===== src/verilog/ppim_pkg.sv =====
// constants shared by the printer port and interrupt multiplexer
package ppim_pkg;
  // ---------------------------------------------------------------
  // register bus
  // ---------------------------------------------------------------
  localparam int          ADDR_W      = 4;
  localparam logic [3:0]  OFS_CTRL    = 4'h0;
  localparam logic [3:0]  OFS_DATA    = 4'h4;
  localparam logic [3:0]  OFS_STATUS  = 4'h8;
  localparam logic [1:0]  RESP_OKAY   = 2'h0;
  localparam logic [1:0]  RESP_SLVERR = 2'h2;
  // ---------------------------------------------------------------
  // control register fields
  // ---------------------------------------------------------------
  localparam int          CTRL_W      = 9;
  localparam int          CB_LATCH    = 0;
  localparam int          CB_ADVANCE  = 1;
  localparam int          CB_SETUP    = 2;
  localparam int          CB_CHOOSE   = 3;
  localparam int          CB_IRQ_EN   = 4;
  localparam int          CB_ENHANCED = 5;
  localparam int          CB_STANDALN = 6;
  localparam int          CB_SER0_EN  = 7;
  localparam int          CB_SER1_EN  = 8;
  localparam logic [8:0]  CTRL_RESET  = 9'h000;
  localparam logic [7:0]  DATA_RESET  = 8'h00;
  // ---------------------------------------------------------------
  // printer input vector and status fields
  // ---------------------------------------------------------------
  localparam int          PIN_W       = 6;
  localparam int          PB_ERROR    = 0;
  localparam int          PB_ONLINE   = 1;
  localparam int          PB_BUSY     = 2;
  localparam int          PB_NOMEDIA  = 3;
  localparam int          PB_CONFIRM  = 4;
  localparam int          PB_IRQLINE  = 5;
  localparam int          SB_PENDING  = 5;
  // ---------------------------------------------------------------
  // multiplexer
  // ---------------------------------------------------------------
  localparam int          REQ_W       = 11;
  localparam int          SLOT_W      = 3;
  localparam int          MUXIN_W     = 18;
  localparam int          SYNC_STAGES = 3;
endpackage : ppim_pkg


===== src/verilog/ppim_mux_if.sv =====
// signals between the port core and the interrupt multiplexer
`timescale 1ns/10ps
interface ppim_mux_if;
  logic [2:0]  slotCode;
  logic [10:0] req;
  logic        irqLineIn;
  logic        resetReq;
  logic        narrowBoot;
  logic        kbdIrq;
  logic        highGate;
  logic        standalone;
  logic [1:0]  serialIrq;
  logic [1:0]  serialEn;
  logic        set0;
  logic        set1;
  logic        set0Oe;
  logic        set1Oe;
  modport core (output slotCode, req, irqLineIn, resetReq, narrowBoot, kbdIrq, highGate,
                output standalone, serialIrq, serialEn, input set0, set1, set0Oe, set1Oe);
  modport mux  (input slotCode, req, irqLineIn, resetReq, narrowBoot, kbdIrq, highGate,
                input standalone, serialIrq, serialEn, output set0, set1, set0Oe, set1Oe);
endinterface : ppim_mux_if


===== src/verilog/ppim_sync.sv =====
// three-stage synchroniser; a change counts once stages two and three agree
`timescale 1ns/10ps
module ppim_sync #(
  parameter int W = 1
) (
  input  wire logic         mclk,
  input  wire logic         rst_n,
  input  wire logic         mclk_en,
  input  wire logic [W-1:0] asyncIn,
  output logic      [W-1:0] syncOut
);
  typedef struct packed {
    logic [W-1:0] s1;
    logic [W-1:0] s2;
    logic [W-1:0] s3;
    logic [W-1:0] q;
  } ppim_sync_state_t;

  ppim_sync_state_t st_reg;
  ppim_sync_state_t st_next;

  // shift chain, output follows only settled bits
  always_comb begin
    st_next    = st_reg;
    st_next.s1 = asyncIn;
    st_next.s2 = st_reg.s1;
    st_next.s3 = st_reg.s2;
    for (int i = 0; i < W; i++) begin
      if (st_reg.s2[i] == st_reg.s3[i]) begin
        st_next.q[i] = st_reg.s3[i];
      end
    end
  end

  always_ff @(posedge mclk) begin
    if (!rst_n) begin
      st_reg <= '0;
    end else if (mclk_en) begin
      st_reg <= st_next;
    end
  end

  assign syncOut = st_reg.q;
endmodule : ppim_sync


===== src/verilog/ppim_irq_mux.sv =====
// interrupt multiplexer: slot-coded pairs onto two set outputs
`timescale 1ns/10ps
module ppim_irq_mux (
  input  wire logic  mclk,
  input  wire logic  rst_n,
  input  wire logic  mclk_en,
  ppim_mux_if.mux    mx
);
  typedef struct packed {
    logic set0;
    logic set1;
    logic set0Oe;
    logic set1Oe;
  } ppim_mux_state_t;

  ppim_mux_state_t st_reg;
  ppim_mux_state_t st_next;
  logic [7:0]      lane0;
  logic [7:0]      lane1;

  // pick one of eight lane entries by slot code
  function automatic logic pickSlot(input logic [2:0] slot, input logic [7:0] lane);
    pickSlot = lane[slot];
  endfunction : pickSlot

  // lane 0: requests 3,4,5,6, printer line, 8,9,10; lane 1: 11,14,15,12, flags
  assign lane0 = {mx.req[6:4], mx.irqLineIn, mx.req[3:0]};
  assign lane1 = {mx.highGate, mx.kbdIrq, mx.narrowBoot, mx.resetReq, mx.req[10:7]};

  // standalone turns the set pins into serial interrupt drivers
  always_comb begin
    st_next = st_reg;
    if (mx.standalone) begin
      st_next.set0   = mx.serialIrq[0];
      st_next.set1   = mx.serialIrq[1];
      st_next.set0Oe = mx.serialEn[0];
      st_next.set1Oe = mx.serialEn[1];
    end else begin
      st_next.set0   = pickSlot(mx.slotCode, lane0);
      st_next.set1   = pickSlot(mx.slotCode, lane1);
      st_next.set0Oe = 1'b1;
      st_next.set1Oe = 1'b1;
    end
  end

  always_ff @(posedge mclk) begin
    if (!rst_n) begin
      st_reg <= '0;
    end else if (mclk_en) begin
      st_reg <= st_next;
    end
  end

  assign mx.set0   = st_reg.set0;
  assign mx.set1   = st_reg.set1;
  assign mx.set0Oe = st_reg.set0Oe;
  assign mx.set1Oe = st_reg.set1Oe;
endmodule : ppim_irq_mux


===== src/verilog/ppim_printer_port.sv =====
// printer-side port signalling with interrupt multiplexer, AXI4-Lite registers
//
// The implementer's own choices: the AXI4-Lite interface to the registers and the placing of the registers.
`timescale 1ns/10ps
module ppim_printer_port (
  input  wire logic        mclk,
  input  wire logic        rst_n,
  input  wire logic        mclk_en,
  input  wire logic        awvalid,
  output logic             awready,
  input  wire logic [3:0]  awaddr,
  input  wire logic        wvalid,
  output logic             wready,
  input  wire logic [31:0] wdata,
  input  wire logic [3:0]  wstrb,
  output logic             bvalid,
  input  wire logic        bready,
  output logic [1:0]       bresp,
  input  wire logic        arvalid,
  output logic             arready,
  input  wire logic [3:0]  araddr,
  output logic             rvalid,
  input  wire logic        rready,
  output logic [31:0]      rdata,
  output logic [1:0]       rresp,
  output logic [7:0]       printerDataBus,
  output logic             printerLatchPulse,
  output logic             autoLineAdvance,
  output logic             printerSetupRequest,
  output logic             printerChooseOut,
  input  wire logic        printerErrorIn,
  input  wire logic        printerOnlineIn,
  input  wire logic        printerBusyIn,
  input  wire logic        noMediaIn,
  input  wire logic        printerConfirmIn,
  input  wire logic        printerIrqLineIn,
  output logic             printerIrqLineOut,
  output logic             printerIrqLineOe,
  input  wire logic [2:0]  muxSlotCode,
  input  wire logic [10:0] irqRequestIn,
  input  wire logic        processorResetRequest,
  input  wire logic        narrowBootFlag,
  input  wire logic        keyboardIrqFlag,
  input  wire logic        highAddressGate,
  input  wire logic [1:0]  serialIrqIn,
  output logic             muxSetOut0,
  output logic             muxSetOut0Oe,
  output logic             muxSetOut1,
  output logic             muxSetOut1Oe
);
  typedef struct packed {
    logic [8:0]  ctrl;
    logic [7:0]  data;
    logic        irqPending;
    logic        confirmPrev;
    logic        awReady;
    logic        awHave;
    logic [3:0]  awAddr;
    logic        wReady;
    logic        wHave;
    logic [31:0] wData;
    logic [3:0]  wStrb;
    logic        bValid;
    logic [1:0]  bResp;
    logic        arReady;
    logic        rValid;
    logic [1:0]  rResp;
    logic [31:0] rData;
    logic        latchOut;
    logic        advOut;
    logic        setupOut;
    logic        chooseOut;
    logic [7:0]  dataOut;
    logic        irqOut;
    logic        irqOe;
  } ppim_port_state_t;

  ppim_port_state_t st_reg;
  ppim_port_state_t st_next;
  logic [5:0]       pinSync;
  logic [17:0]      muxSync;
  logic             confirmRise;
  logic             confirmFall;
  logic             wrFire;
  logic             dataWr;
  logic             statusRead;
  logic [1:0]       serialSync;

  ppim_mux_if mxIf ();

  // ---------------------------------------------------------------
  // pin synchronisers
  // ---------------------------------------------------------------
  ppim_sync #(.W(ppim_pkg::PIN_W)) uPinSync (
    .mclk    (mclk),
    .rst_n   (rst_n),
    .mclk_en (mclk_en),
    .asyncIn ({printerIrqLineIn, printerConfirmIn, noMediaIn, printerBusyIn,
               printerOnlineIn, printerErrorIn}),
    .syncOut (pinSync)
  );

  ppim_sync #(.W(ppim_pkg::MUXIN_W)) uMuxSync (
    .mclk    (mclk),
    .rst_n   (rst_n),
    .mclk_en (mclk_en),
    .asyncIn ({muxSlotCode, highAddressGate, keyboardIrqFlag, narrowBootFlag,
               processorResetRequest, irqRequestIn}),
    .syncOut (muxSync)
  );

  ppim_sync #(.W(2)) uSerSync (
    .mclk    (mclk),
    .rst_n   (rst_n),
    .mclk_en (mclk_en),
    .asyncIn (serialIrqIn),
    .syncOut (serialSync)
  );

  // ---------------------------------------------------------------
  // multiplexer hookup
  // ---------------------------------------------------------------
  // the irq line is only a mux input while it is not being driven
  assign mxIf.req        = muxSync[10:0];
  assign mxIf.resetReq   = muxSync[11];
  assign mxIf.narrowBoot = muxSync[12];
  assign mxIf.kbdIrq     = muxSync[13];
  assign mxIf.highGate   = muxSync[14];
  assign mxIf.slotCode   = muxSync[17:15];
  assign mxIf.irqLineIn  = pinSync[ppim_pkg::PB_IRQLINE] & ~st_reg.irqOe;
  assign mxIf.standalone = st_reg.ctrl[ppim_pkg::CB_STANDALN];
  assign mxIf.serialIrq  = serialSync;
  assign mxIf.serialEn   = st_reg.ctrl[ppim_pkg::CB_SER1_EN:ppim_pkg::CB_SER0_EN];

  ppim_irq_mux uMux (
    .mclk    (mclk),
    .rst_n   (rst_n),
    .mclk_en (mclk_en),
    .mx      (mxIf.mux)
  );

  // ---------------------------------------------------------------
  // register decode
  // ---------------------------------------------------------------
  // true for a mapped word address
  function automatic logic addrMapped(input logic [3:0] a);
    addrMapped = (a == ppim_pkg::OFS_CTRL) || (a == ppim_pkg::OFS_DATA)
              || (a == ppim_pkg::OFS_STATUS);
  endfunction : addrMapped

  // next state: bus slave, control, interrupt and pin drivers
  always_comb begin
    st_next     = st_reg;
    confirmRise = pinSync[ppim_pkg::PB_CONFIRM] && !st_reg.confirmPrev;
    confirmFall = !pinSync[ppim_pkg::PB_CONFIRM] && st_reg.confirmPrev;
    st_next.confirmPrev = pinSync[ppim_pkg::PB_CONFIRM];
    wrFire      = st_reg.awHave && st_reg.wHave;
    dataWr      = wrFire && st_reg.awAddr == ppim_pkg::OFS_DATA && st_reg.wStrb[0];
    statusRead  = arvalid && st_reg.arReady && araddr == ppim_pkg::OFS_STATUS;
    // address and data channels, taken in either order
    if (awvalid && st_reg.awReady) begin
      st_next.awHave = 1'b1;
      st_next.awAddr = awaddr;
    end
    if (wvalid && st_reg.wReady) begin
      st_next.wHave = 1'b1;
      st_next.wData = wdata;
      st_next.wStrb = wstrb;
    end
    if (wrFire) begin
      st_next.awHave = 1'b0;
      st_next.wHave  = 1'b0;
      st_next.bValid = 1'b1;
      st_next.bResp  = addrMapped(st_reg.awAddr) ? ppim_pkg::RESP_OKAY
                                                 : ppim_pkg::RESP_SLVERR;
      if (st_reg.awAddr == ppim_pkg::OFS_CTRL) begin
        if (st_reg.wStrb[0]) begin
          st_next.ctrl[7:0] = st_reg.wData[7:0];
        end
        if (st_reg.wStrb[1]) begin
          st_next.ctrl[8] = st_reg.wData[8];
        end
      end
      if (dataWr) begin
        st_next.data = st_reg.wData[7:0];
      end
    end
    if (st_reg.bValid && bready) begin
      st_next.bValid = 1'b0;
    end
    st_next.awReady = !st_next.awHave && !st_next.bValid;
    st_next.wReady  = !st_next.wHave && !st_next.bValid;
    // read channel
    if (arvalid && st_reg.arReady) begin
      st_next.rValid = 1'b1;
      st_next.rResp  = addrMapped(araddr) ? ppim_pkg::RESP_OKAY : ppim_pkg::RESP_SLVERR;
      st_next.rData  = 32'h0000_0000;
      unique case (araddr)
        ppim_pkg::OFS_CTRL:   st_next.rData[8:0] = st_reg.ctrl;
        ppim_pkg::OFS_DATA:   st_next.rData[7:0] = st_reg.data;
        ppim_pkg::OFS_STATUS: st_next.rData[5:0] = {st_reg.irqPending, pinSync[4:0]};
        default:              st_next.rData      = 32'h0000_0000;
      endcase
    end
    if (st_reg.rValid && rready) begin
      st_next.rValid = 1'b0;
    end
    st_next.arReady = !st_next.rValid;
    // printer interrupt; a new confirm edge beats a clearing read
    if (!st_reg.ctrl[ppim_pkg::CB_ENHANCED]) begin
      if (confirmRise) begin
        st_next.irqPending = 1'b1;
      end else if (confirmFall) begin
        st_next.irqPending = 1'b0;
      end
    end else begin
      if (statusRead) begin
        st_next.irqPending = 1'b0;
      end
      if (confirmRise) begin
        st_next.irqPending = 1'b1;
      end
    end
    // printer controls; latch is held off while the byte changes
    st_next.dataOut   = st_next.data;
    st_next.latchOut  = st_next.ctrl[ppim_pkg::CB_LATCH] && !dataWr;
    st_next.advOut    = st_next.ctrl[ppim_pkg::CB_ADVANCE];
    st_next.setupOut  = st_next.ctrl[ppim_pkg::CB_SETUP];
    st_next.chooseOut = st_next.ctrl[ppim_pkg::CB_CHOOSE];
    st_next.irqOut    = st_reg.irqPending;
    st_next.irqOe     = st_reg.ctrl[ppim_pkg::CB_STANDALN]
                     && st_reg.ctrl[ppim_pkg::CB_IRQ_EN];
  end

  // state register; reset leaves the mux in non-standalone mode
  always_ff @(posedge mclk) begin
    if (!rst_n) begin
      st_reg      <= '0;
      st_reg.ctrl <= ppim_pkg::CTRL_RESET;
      st_reg.data <= ppim_pkg::DATA_RESET;
    end else if (mclk_en) begin
      st_reg <= st_next;
    end
  end

  // ---------------------------------------------------------------
  // outputs
  // ---------------------------------------------------------------
  assign awready             = st_reg.awReady;
  assign wready              = st_reg.wReady;
  assign bvalid              = st_reg.bValid;
  assign bresp               = st_reg.bResp;
  assign arready             = st_reg.arReady;
  assign rvalid              = st_reg.rValid;
  assign rdata               = st_reg.rData;
  assign rresp               = st_reg.rResp;
  assign printerDataBus      = st_reg.dataOut;
  assign printerLatchPulse   = st_reg.latchOut;
  assign autoLineAdvance     = st_reg.advOut;
  assign printerSetupRequest = st_reg.setupOut;
  assign printerChooseOut    = st_reg.chooseOut;
  assign printerIrqLineOut   = st_reg.irqOut;
  assign printerIrqLineOe    = st_reg.irqOe;
  assign muxSetOut0          = mxIf.set0;
  assign muxSetOut1          = mxIf.set1;
  assign muxSetOut0Oe        = mxIf.set0Oe;
  assign muxSetOut1Oe        = mxIf.set1Oe;
endmodule : ppim_printer_port


===== config.mk =====
export PLATFORM = sky130hd
export DESIGN_NAME = ppim_printer_port
export DESIGN_NICKNAME = d
export VERILOG_FILES = /design/src/verilog/ppim_pkg.sv /design/src/verilog/ppim_mux_if.sv /design/src/verilog/ppim_sync.sv /design/src/verilog/ppim_irq_mux.sv /design/src/verilog/ppim_printer_port.sv
export SDC_FILE = /design/constraint.sdc
export NUM_CORES = 1
export LEC_CHECK = 0
export BUFFER_PORTS_ARGS = -buffer_cell sky130_fd_sc_hd__buf_2
export CORE_MARGIN = 4
export CORE_UTILIZATION = 60
export DETAILED_ROUTE_END_ITERATION = 8
export PLACE_DENSITY = 0.93
export SLEW_MARGIN = 20
export SYNTH_ARGS = -nofsm -noshare
export SYNTH_HDL_FRONTEND = slang
export SYNTH_HIERARCHICAL = 1
export SYNTH_SLANG_ARGS = --single-unit

===== constraint.sdc =====
create_clock -name mclk -period 4.2 [get_ports mclk]
set_input_delay 0.42 -clock mclk [delete_from_list [all_inputs] [get_ports mclk]]
set_output_delay 0.42 -clock mclk [all_outputs]
set_load 0.05 [all_outputs]

# Word-level counts from Yosys, hierarchy flattened
# Index checks and enable logic that the tools add are counted.
dict set report classes {
  order_cmp 1
  bitwise_logic 2
  muxes 27
  n_eq_ne 31
  n_reduce_logical 63
}
# op n
set ops {}
lappend ops {{2-bit AND reduction} 30}
lappend ops {{37-bit two-way mux} 1}
lappend ops {{35-bit two-way mux} 1}
lappend ops {{1-bit == test} 26}
lappend ops {{6-bit one-hot mux with 3 select lines} 1}
lappend ops {{1-bit logical AND} 15}
lappend ops {{1-bit two-way mux} 12}
lappend ops {{12-bit two-way mux} 1}
lappend ops {{4-bit two-way mux} 3}
lappend ops {{4-bit by 3-bit == test with 1-bit output, second input constant} 2}
lappend ops {{4-bit == test, second input constant} 2}
lappend ops {{4-bit logical NOT} 2}
lappend ops {{8-bit two-way mux} 1}
lappend ops {{4-bit AND reduction} 2}
lappend ops {{1-bit logical NOT} 7}
lappend ops {{1-bit binary-select mux with 3-bit select} 2}
lappend ops {{3-bit AND reduction} 2}
lappend ops {{5-bit two-way mux} 1}
lappend ops {{1-bit logical OR} 4}
lappend ops {{3-bit by 4-bit < comparator with 1-bit output, second input constant} 1}
lappend ops {{2-bit two-way mux} 2}
lappend ops {{2-bit one-hot mux with 2 select lines} 1}
lappend ops {{3-bit two-way mux} 1}
lappend ops {{3-bit by 1-bit != test with 1-bit output, second input constant} 1}
lappend ops {{3 further kinds} 3}
dict set report word_totals {
  reg_bits 193
  input_bits 78
  out_inout_bits 59
}

# Depth between registers and ports, before layout
# Gate-level depths: netlist (run 1).
dict set report depth {
  depth_word 8
  ltp_mapped 5
}

# Modules after synthesis
# Netlist (run 1), hierarchy kept.
# mod area_per_inst_um2 seq_area_each_um2 n_inst cells_per_inst
set modules_own_cells {}
lappend modules_own_cells {{ppim_sync (uMuxSync)} 3284.4 1441.4 1 308}
lappend modules_own_cells {ppim_printer_port 2706.3 1101.1 1 304}
lappend modules_own_cells {{ppim_sync (uPinSync)} 991.0 480.5 1 102}
lappend modules_own_cells {{ppim_sync (uSerSync)} 357.8 160.2 1 34}
lappend modules_own_cells {ppim_irq_mux 322.8 80.1 1 30}

# Worst setup path after synthesis (run 1)
# No wires, ideal clock.
dict set report synth_path {
  path_type {register to register}
  from {reg st_reg, in the netlist arready}
  to {reg st_reg, in the netlist rdata[1]}
  arrival_time_ns 1.420
  setup_slack_ns 2.706
  required_time_ns 4.125
  stages_incl_launch_ff 5
  n_path_buf 1
  path_cell_list {dfxtp_1 > and3_1 > clkbuf_1 > nand3_1 > o21ai_0}
}
dict set report synth_between {
  elab_chain_len 2
}
# element line_no
set synth_lines {}
lappend synth_lines {{from (decl)} ppim_printer_port.sv:78} ;# ppim_port_state_t st_reg;
lappend synth_lines {{from (signal assigned)} ppim_printer_port.sv:242} ;# st_reg <= st_next;
lappend synth_lines {{1-bit logical AND} ppim_printer_port.sv:194} ;# if (arvalid && st_reg.arReady) begin
lappend synth_lines {{2-bit AND reduction (no source line)} n/a}
# No other way between the ends.
# A chain may end at the register's enable or synchronous reset.

# Final worst setup path (run 1)
dict set report layout_path {
  from {reg st_reg[95] (netlist bit)}
  to {reg st_reg, in the netlist printerDataBus[6]}
}
dict set report layout_between {
  elab_chain_len 4
}
# element line_no
set layout_lines {}
lappend layout_lines {{1-bit logical AND *} ppim_printer_port.sv:157} ;# wrFire = st_reg.awHave && st_reg.wHave;
lappend layout_lines {{1-bit logical AND (2 in a row)} ppim_printer_port.sv:158} ;# dataWr = wrFire && st_reg.awAddr == ppim_pkg::OFS_DATA && st_reg.wStrb[0];
lappend layout_lines {{3-bit AND reduction (no source line) *} n/a}
# Every way passes the cells marked *; elsewhere a longest branch is shown, timed or not.

==> out/qor.yml, run 1 <==
job:
  cap_violations: 0
placement:
  port-buffer-count: 86
  dp_cells: 953
  gp_congestion: 0.802
  dp_hpwl_um: 9630
synthesis:
  async_reset_ff_share_pct: 0
  synth_mux_area_share_pct: 14.7
  yosysTopAreaCell: "dfxtp_1"
  synth_edf_count: 0
  syn_inst: 778
  yosys.area_share.simple_pct: 17.6
  ys_types: 52
  synth-compound-area-share_pct: 12.6
  syn_avg_cell_area_um2: 9.85
  synthAdderAreaFrac_pct: 0
  synthesis.area_mm2: 0.00766
  yosys_warnings: 6
  synthXorXnorAreaFrac_pct: 0
  yosysTopAreaCellShare_pct: 42.6
  yosys_most_used_dff: "dfxtp_1"
  synthTopCellsByArea: "dfxtp_1 43%, mux2i_1 14%, buf_4 7.0%"
  synth-seq-area-share_pct: 42.6
  ys_ff_latch: 163
  synth_top_family_by_area: "simple AND/OR/NAND/NOR gates"
layout:
  fin_util_pct: 65.9
  largest_reg_flops: 36
  n_antenna_cell: 0
  drive_above_1_share_pct: 22.4
  syn_to_final_growth_pct: 8.12
  final_cell_mix: "163 x dfxtp_1, 106 x mux2i_1, 85 x nand2_1, 85 x buf_2, 82 x nor2_1"
  fin_cells: 985
  final_common_cell: "dfxtp_1"
  final_nets: 878
worst_setup_path:
  crit_type: "reg2reg"
  worstSetupEndpoint: "printerDataBus[6]"
  reg2reg_from: "st_reg[95]"
  r2r_end: "printerDataBus[6]"
  cp.required_ns: 4.53
  end_kind: "register"
  worstSetupStartpoint: "st_reg[95]"
  worstPathMaxFanout: 8
  r2r_setup_slack_ns: 2.46
  worstPathArrival_ns: 2.07
  start_kind: "register"
  r2r_cells: 3
sta:
  whs_ns: 0.233
  worstMarginPinSlew_ns: 0.777
  drv_slew: 0
  rsz0062_at_grt: "no"
  setup_violations: 0
  clock.fmax_mhz: 575
  clock_skew_ns: 0.00859
  hold_violations: 0
  fin_crit_ns: 1.74
  finalSetupTns_ns: 0
  fin_crit_sh_pct: 41.4
  worst_slew_margin_rel_pct: 47.8
clock_tree:
  cts_buffer_depth: 2
  cts.sinks: 163
  postCtsHoldBufs: 0
  h-tree-depth: 4
  cts_tree: "built"
  numCtsBuffers: 17
  clkLatencyLatePin_ns: 0.42
  clk_pin_slew_ns: 0.06
  cts_resized: 0
  post_cts_buffers: 0
  clockRootBuffer: "clkbuf_16"
global_route:
  grt_pass1_wl_um: 24100
  grt_pass1_vias: 5040
  grt_start_max_net_pins: 113
  use_met3_pct: 5.92
  gr-usage-all-layers_pct: 20.4
  met2_usage_pct: 34.9
  antenna_found_initial: 0
  busiest_layer: "met2"
  grt-ovfl-total: 0
  use_met1_pct: 24.4
route:
  ant_nets: 0
  initialDrtViolationCount: 517
  drc: 0
  avgRoutedWirePerCell_um: 15.0
  vias: 5289
  routed_wl_um: 14800
  drt_pre_antenna_iters: 5
  routed_via_density: 5.37
pwr:
  p_leak_nw: 3.51
  powerDensity_mw_per_mm2: 438
  vdd_drop_max_mv: 0.366
  total_power_mw: 3.63
floorplan:
  start_util_pct: 61.0
  core.rowCount: 41
  dieHeight_um: 121
  ios: 137
  die_area_mm2: 0.0146
  core_area_mm2: 0.0126
  die_x_um: 121
status:
  outcome: "finished, final reports clean"
min_path:
  hp-class: "in2reg"
metal layers:
metal / part of all wire, % / vias up
li1: - / 2614
met1: 42 / 2533
met2: 51 / 127
met3: 5.0 / 15
met4: 1.3 / 0
met5: 0 / -
worst max-delay path, cell delays in order (launching register included):
cell	delay (ns)
dfxtp_1	0.49
nand4bb_2	0.19
nor4_4	0.69
mux2i_1	0.29
kinds of logic (layout without fill, tap and decap cells):
group,after synthesis,count (layout)
AO/OA/AOI/OAI,112,112
buffers and inverters,141,152
flip-flops,163,163
multiplexers,110,110
other,1,25
AND/OR/NAND/NOR,251,251
report_power, final:
group	switching (mW)	leakage [nW]	total, mW	internal, mW
combinational	0.180	1.87	0.277	0.0964
sequential	0.0300	1.32	1.61	1.58
clock	0.622	0.317	1.74	1.12
total	0.833	3.51	3.63	2.80
synthesized netlist by cell type (all sizes together) (2+ instances only):
library cell	count
o221a	2
a21boi	17
nand2	85
mux2	2
nand3	16
clkbuf	10
o41ai	2
inv	31
o32ai	26
o21ai	12
dfxtp	163
and3	5
nand4	3
and2b	5
mux2i	106
nand2b	5
a21oi	32
buf	100
o211a	4
nand4b	2
a211oi	4
nor2b	38
nor2	82
a2111oi	2
mux4	2
o21a	2
and2	2
a2bb2oi	6
metrics by stage:
step | setup WS (ns) | area (um2)
finish | 2.46 | 8280
global route | 2.35 | 8280
CTS | 2.41 | 8280
detailed placement | 2.13 | 7610
global placement | 2.14 | 7610
floorplan | 2.71 | 7750
worst min-delay path by stage:
stage / from / cells past startpoint / endpoint
3_3_place_gp: st_reg[65] / 2 / mxIf.serialEn[1]
6_report: irqRequestIn[0] / 3 / uMuxSync/st_next[36]
4_1_cts: irqRequestIn[0] / 3 / uMuxSync/st_next[36]
3_5_place_dp: st_reg[65] / 2 / mxIf.serialEn[1]
5_1_grt: wdata[3] / 3 / st_reg[60]
2_1_floorplan: st_reg[65] / 2 / mxIf.serialEn[1]
final cells by class:
class	count	area (um2)
inverter	31	119
multi-input combinational	498	3540
timing repair buffer	89	472
sequential	163	3260
clock inverter	15	250
tap	172	215
fill	929	4280
clock buffer	17	425
Note: power is estimated with default switching activity, not from simulation.
==> run 2, diff against run 1 <==
CORE_UTILIZATION = 51   (was 60)
PLACE_DENSITY = 0.85   (was 0.93)
clock period = 1.4 ns   (was 4.2 ns; I/O delays follow)
==> out/qor.yml, run 2 (synthesis results as in run 1) <==
floorplan:
  start_util_pct: 52.3  # -8.6 points
  dieHeight_um: 131  # +7.9%
  die_area_mm2: 0.0170  # +16%
  core_area_mm2: 0.0146  # +17%
  ios: 137  # unchanged
  die_x_um: 131  # +7.9%
  core.rowCount: 44  # +7.3%
clock_tree:
  clk_pin_slew_ns: 0.06  # about the same
  cts_buffer_depth: 2  # unchanged
  cts.sinks: 163  # unchanged
  h-tree-depth: 4  # unchanged
  clockRootBuffer: "clkbuf_16"
  cts_tree: "built"
  post_cts_buffers: 0  # unchanged
  numCtsBuffers: 17  # unchanged
  clkLatencyLatePin_ns: 0.43  # about the same
min_path:
  min_to: "st_reg[61]"
  hold_depth: 3  # unchanged
  min_from: "wdata[4]"
  hp-class: "in2reg"
layout:
  final_cell_mix: "159 x dfxtp_1, 105 x mux2i_1, 85 x nand2_1, 85 x buf_2, 82 x nor2_1"
  syn_to_final_growth_pct: 17.0
  multi_input_area_mm2: 0.00356  # +0.60%
  register_area_mm2: 0.00327  # +0.23%
  largest_reg_flops: 36  # unchanged
  fillCellCount: 1161  # +25%
  final_common_cell: "dfxtp_1"
  n_antenna_cell: 0  # unchanged
  final_nets: 945  # +7.6%
  drive_above_1_share_pct: 24.2  # +1.8 points
global_route:
  grt_pass1_vias: 5348  # +6.1%
  grt_start_max_net_pins: 40  # -65%
  antenna_found_initial: 0  # unchanged
  gr-usage-all-layers_pct: 18.5  # -1.8 points
  grt_pass1_wl_um: 25200  # +4.7%
  grt-ovfl-total: 0  # unchanged
status:
  outcome: "finished, final reports clean"
pwr:
  powerDensity_mw_per_mm2: 1210  # +180%
  vdd_drop_max_mv: 1.02  # +180%
  p_leak_nw: 3.83  # +9.2%
placement:
  dp_hpwl_um: 10100  # +4.9%
  gp_congestion: 0.842  # +5.0%
  port-buffer-count: 86  # unchanged
route:
  routed_via_density: 5.22  # -2.7%
  drc: 0  # unchanged
  vias: 5558  # +5.1%
  initialDrtViolationCount: 319  # -38%
  avgRoutedWirePerCell_um: 14.7  # -2.3%
  drt_pre_antenna_iters: 5  # unchanged
  ant_nets: 0  # unchanged
  routed_wl_um: 15600  # +5.6%
job:
  cap_violations: 0  # unchanged
worst_setup_path:
  crit_type: "reg2reg"
  reg2reg_from: "st_reg[92]"
  r2r_setup_slack_ns: 0.08  # -2.38 ns
  r2r_cells: 4  # +1
  start_kind: "register"
  cp.required_ns: 1.75  # -2.78 ns
  worstPathArrival_ns: 1.67  # -0.40 ns
  worstPathMaxFanout: 8  # unchanged
  r2r_end: "printerDataBus[7]"
  end_kind: "register"
sta:
  worstMarginPinSlew_ns: 0.511  # -0.267 ns
  drv_slew: 0  # unchanged
  worst_slew_margin_rel_pct: 65.9  # +18 points
  clock_skew_ns: 0.00974  # +0.00115 ns
  rsz0062_at_grt: "no"
  finalSetupTns_ns: 0  # unchanged
  hold_violations: 0  # unchanged
  fin_crit_sh_pct: 94.2  # +53 points
  fin_crit_ns: 1.32  # -0.421 ns
  setup_violations: 0  # unchanged
  whs_ns: 0.0226  # -0.211 ns
  clock.fmax_mhz: 758  # +32%
## run 2: worst max-delay path: stages (launching register included)
cell and delay, ns:
dfxtp_1 0.34, nand4bb_4 0.25, nor4_4 0.23, buf_6 0.20, mux2i_1 0.21
## run 2: worst max-delay path by stage
stage | slack (ns) | start | to | depth (start not counted)
floorplan | 0.01 | st_reg[95] | printerDataBus[0] | 3
global placement | 0.04 | uMuxSync/syncOut[15] | uMux/mx.set1 | 3
detailed placement | -0.05 | uMuxSync/syncOut[15] | uMux/mx.set1 | 3
CTS | 0.03 | st_reg[92] | printerDataBus[7] | 4
global route | 0.02 | st_reg[53] | printerDataBus[7] | 4
finish | 0.08 | st_reg[92] | printerDataBus[7] | 4
## run 2: power breakdown
group	internal, mW	switching (mW)	total [mW]	leakage [nW]
logic	0.424	0.581	1.01	2.20
registers	4.75	0.0868	4.84	1.32
clock network	3.20	1.81	5.01	0.304
## run 2: per-layer routing
layer	vias to the layer above	track usage [%]	part of all wire, %	wire (um)
met5	-	0	0	0
met4	0	7.50	2.6	413
met3	38	5.24	5.4	840
met2	166	31.6	49	7660
met1	2600	22.0	43	6690
li1	2754	-	-	-
## run 2: repair_timing
item                                    in CTS  in global routing
gates resized for setup                      3                  4
endpoints found under the hold margin       38                  0
endpoints found under the setup margin       2                  4
hold buffers                                38                  0
## run 2: stage by stage
step / total power [mW] / std cells / util, % / setup WS [ns] / area, um2
after floorplan: 5.68 / 802 / - / 0.00986 / 7760
after global routing: 11.2 / 1064 / 61.2 / 0.0218 / 8960
after global placement: 5.83 / 994 / 54.1 / 0.0401 / 7920
final: 10.8 / 1064 / 61.2 / 0.0806 / 8960
after CTS: 10.9 / 1064 / 61.1 / 0.0310 / 8940
after detailed placement: 5.85 / 994 / 54.1 / -0.0453 / 7920
## run 2: cell type report
| cell class | count | share of cell area (%) |
|---|---|---|
| inverters | 31 | 1.33 |
| repair buffers | 156 | 12.8 |
| clock inverters | 10 | 2.01 |
| multi-input cells | 498 | 39.7 |
| flip-flops and latches | 163 | 36.5 |
| clock buffers | 22 | 5.07 |
| well taps | 184 | 2.57 |
==> run 3, diff against run 2 <==
CORE_UTILIZATION = 35   (was 51)
PLACE_DENSITY = 0.64   (was 0.85)
RECOVER_POWER = 100   (was not set)
==> out/qor.yml, run 3 (synthesis results as in run 1) <==
global_route:
  grt_start_max_net_pins: 45  # +13%
  antenna_found_initial: 0  # unchanged
  grt-ovfl-total: 0  # unchanged
  grt_pass1_vias: 5072  # -5.2%
  gr-usage-all-layers_pct: 12.6  # -6.0 points
  grt_pass1_wl_um: 25100  # -0.38%
pwr:
  powerDensity_mw_per_mm2: 1170  # -3.4%
  p_leak_nw: 3.64  # -5.0%
  total_power_mw: 10.3  # -5.2%
  vdd_drop_max_mv: 0.751  # -26%
layout:
  fin_cells: 1152  # +8.3%
  n_antenna_cell: 0  # unchanged
  multi_input_area_mm2: 0.00341  # -4.2%
  final_common_cell: "dfxtp_1"
  syn_to_final_growth_pct: 14.8
  fillCellCount: 2119  # +83%
  register_area_mm2: 0.00327  # -0.15%
  final_cell_mix: "161 x dfxtp_1, 106 x mux2i_1, 85 x nand2_1"
  fin_util_pct: 41.3  # -20 points
  largest_reg_flops: 36  # unchanged
  final_nets: 942  # -0.32%
  drive_above_1_share_pct: 21.0  # -3.2 points
  design_area_mm2: 0.00880  # -1.8%
worst_setup_path:
  start_kind: "register"
  cp_num_buf_inv: 1  # unchanged
  worstPathMaxFanout: 8  # unchanged
  path_delay_family: "simple AND/OR/NAND/NOR gates"
  end_kind: "register"
  worstPathArrival_ns: 1.62  # -0.05 ns
  slowest_stage: "and4bb_1"
  cp.required_ns: 1.70  # -0.05 ns
  worstSetupStartpoint: "st_reg[92]"
  cp_slowest_stage_delay_ns: 0.36  # +0.02 ns
  reg2reg_from: "st_reg[92]"
  crit_type: "reg2reg"
  cp_cell_sequence: "and4bb_1 -> nand4_2 -> clkbuf_4 -> mux2i_1"
clock_tree:
  h-tree-depth: 4  # unchanged
  clkLatencyLatePin_ns: 0.43  # about the same
  cts_buffer_depth: 2  # unchanged
  numCtsBuffers: 17  # unchanged
  cts_tree: "built"
  clk_pin_slew_ns: 0.07  # about the same
  cts.sinks: 163  # unchanged
  clockRootBuffer: "clkbuf_16"
  post_cts_buffers: 0  # unchanged
sta:
  fin_crit_sh_pct: 94.4  # +0.16 points
  finalSetupTns_ns: 0  # unchanged
  clock.fmax_mhz: 757  # -0.17%
  fin_crit_ns: 1.32  # +0.00228 ns
  hold_violations: 0  # unchanged
  setup_violations: 0  # unchanged
  fin_ws_ns: 0.0783  # -0.00228 ns
  whs_ns: 0.0241  # +0.00145 ns
  worst_slew_margin_rel_pct: 61.7  # -4.2 points
  drv_slew: 0  # unchanged
  clock_skew_ns: 0.0159  # +0.00613 ns
  worstMarginPinSlew_ns: 0.575  # +0.0640 ns
  rsz0062_at_grt: "no"
placement:
  post-place-ws_ns: 0.0666  # +0.112 ns
  dp_cells: 1079  # +8.6%
  dp_hpwl_um: 10200  # +1.3%
  port-buffer-count: 86  # unchanged
  gp_congestion: 0.737  # -12%
  placed_area_mm2: 0.00800  # +1.0%
job:
  cap_violations: 0  # unchanged
route:
  ant_nets: 0  # unchanged
  routed_via_density: 4.64  # -11%
  initialDrtViolationCount: 317  # -0.63%
  drt_pre_antenna_iters: 4  # -1
  avgRoutedWirePerCell_um: 13.0  # -11%
  vias: 5344  # -3.9%
  drc: 0  # unchanged
  routed_wl_um: 15000  # -3.8%
floorplan:
  die_area_mm2: 0.0243  # +43%
  dieHeight_um: 156  # +19%
  core_area_mm2: 0.0213  # +45%
  die_x_um: 156  # +19%
  ios: 137  # unchanged
  start_util_pct: 36.0  # -16 points
  core.rowCount: 53  # +20%
status:
  outcome: "finished, final reports clean"
min_path:
  hp-class: "in2reg"
  min_from: "bready"
-- run 3: cell types whose count changed in the layout (fill, tap and decap cells not counted), sizes merged --
cell / change
bufinv: -4
buf: -48
dlygate4sd3: +3
clkinv: +3
clkbuf: +37
clkinvlp: -1
inv: +7
-- run 3: what timing repair did --
item                                    in CTS  in global routing
resized for setup                            0                  2
endpoints found under the setup margin       0                 10
hold endpoints to repair                    41                  0
hold buffers                                41                  0
-- run 3: worst paths after layout --
path                      endpoint  slack, ns  cells after the start
setup / recovery       st_reg[109]       0.08                      4
hold / removal              bvalid       0.02                      3
hold reg to reg   mxIf.serialEn[1]       0.46                      2
setup reg to reg       st_reg[109]       0.08                      4
-- run 3: metal layers --
layer  vias up  GRT usage, %  wire [um]
met5         -             0          0
met4         0          4.59        249
met3        18          2.80        642
met2        98          20.1       7130
met1      2476          16.6       6980
li1       2752             -          -
-- run 3: cell type report --
| class | instances | area share (%) |
|---|---|---|
| multi-input cells | 498 | 38.8 |
| flip-flops and latches | 163 | 37.1 |
| repair buffers | 153 | 12.3 |
| clock buffers | 17 | 4.84 |
| well taps | 275 | 3.91 |
| clock inverters | 15 | 1.69 |
| inverters | 31 | 1.35 |
-- run 3: worst register-to-register path: cells and delay by family (launching register included) --
| family | cells | cell delay, ns |
|---|---|---|
| buffers and inverters | 1 | 0.24 |
| and+or+nand+nor | 2 | 0.47 |
| DFF | 1 | 0.34 |
| muxes | 1 | 0.14 |
-- run 3: where the power goes --
part / switching (mW) / leakage [nW] / internal (mW)
logic: 0.561 / 2.03 / 0.369
registers: 0.0795 / 1.32 / 4.75
clock network: 2.02 / 0.283 / 2.50
total: 2.66 / 3.64 / 7.62
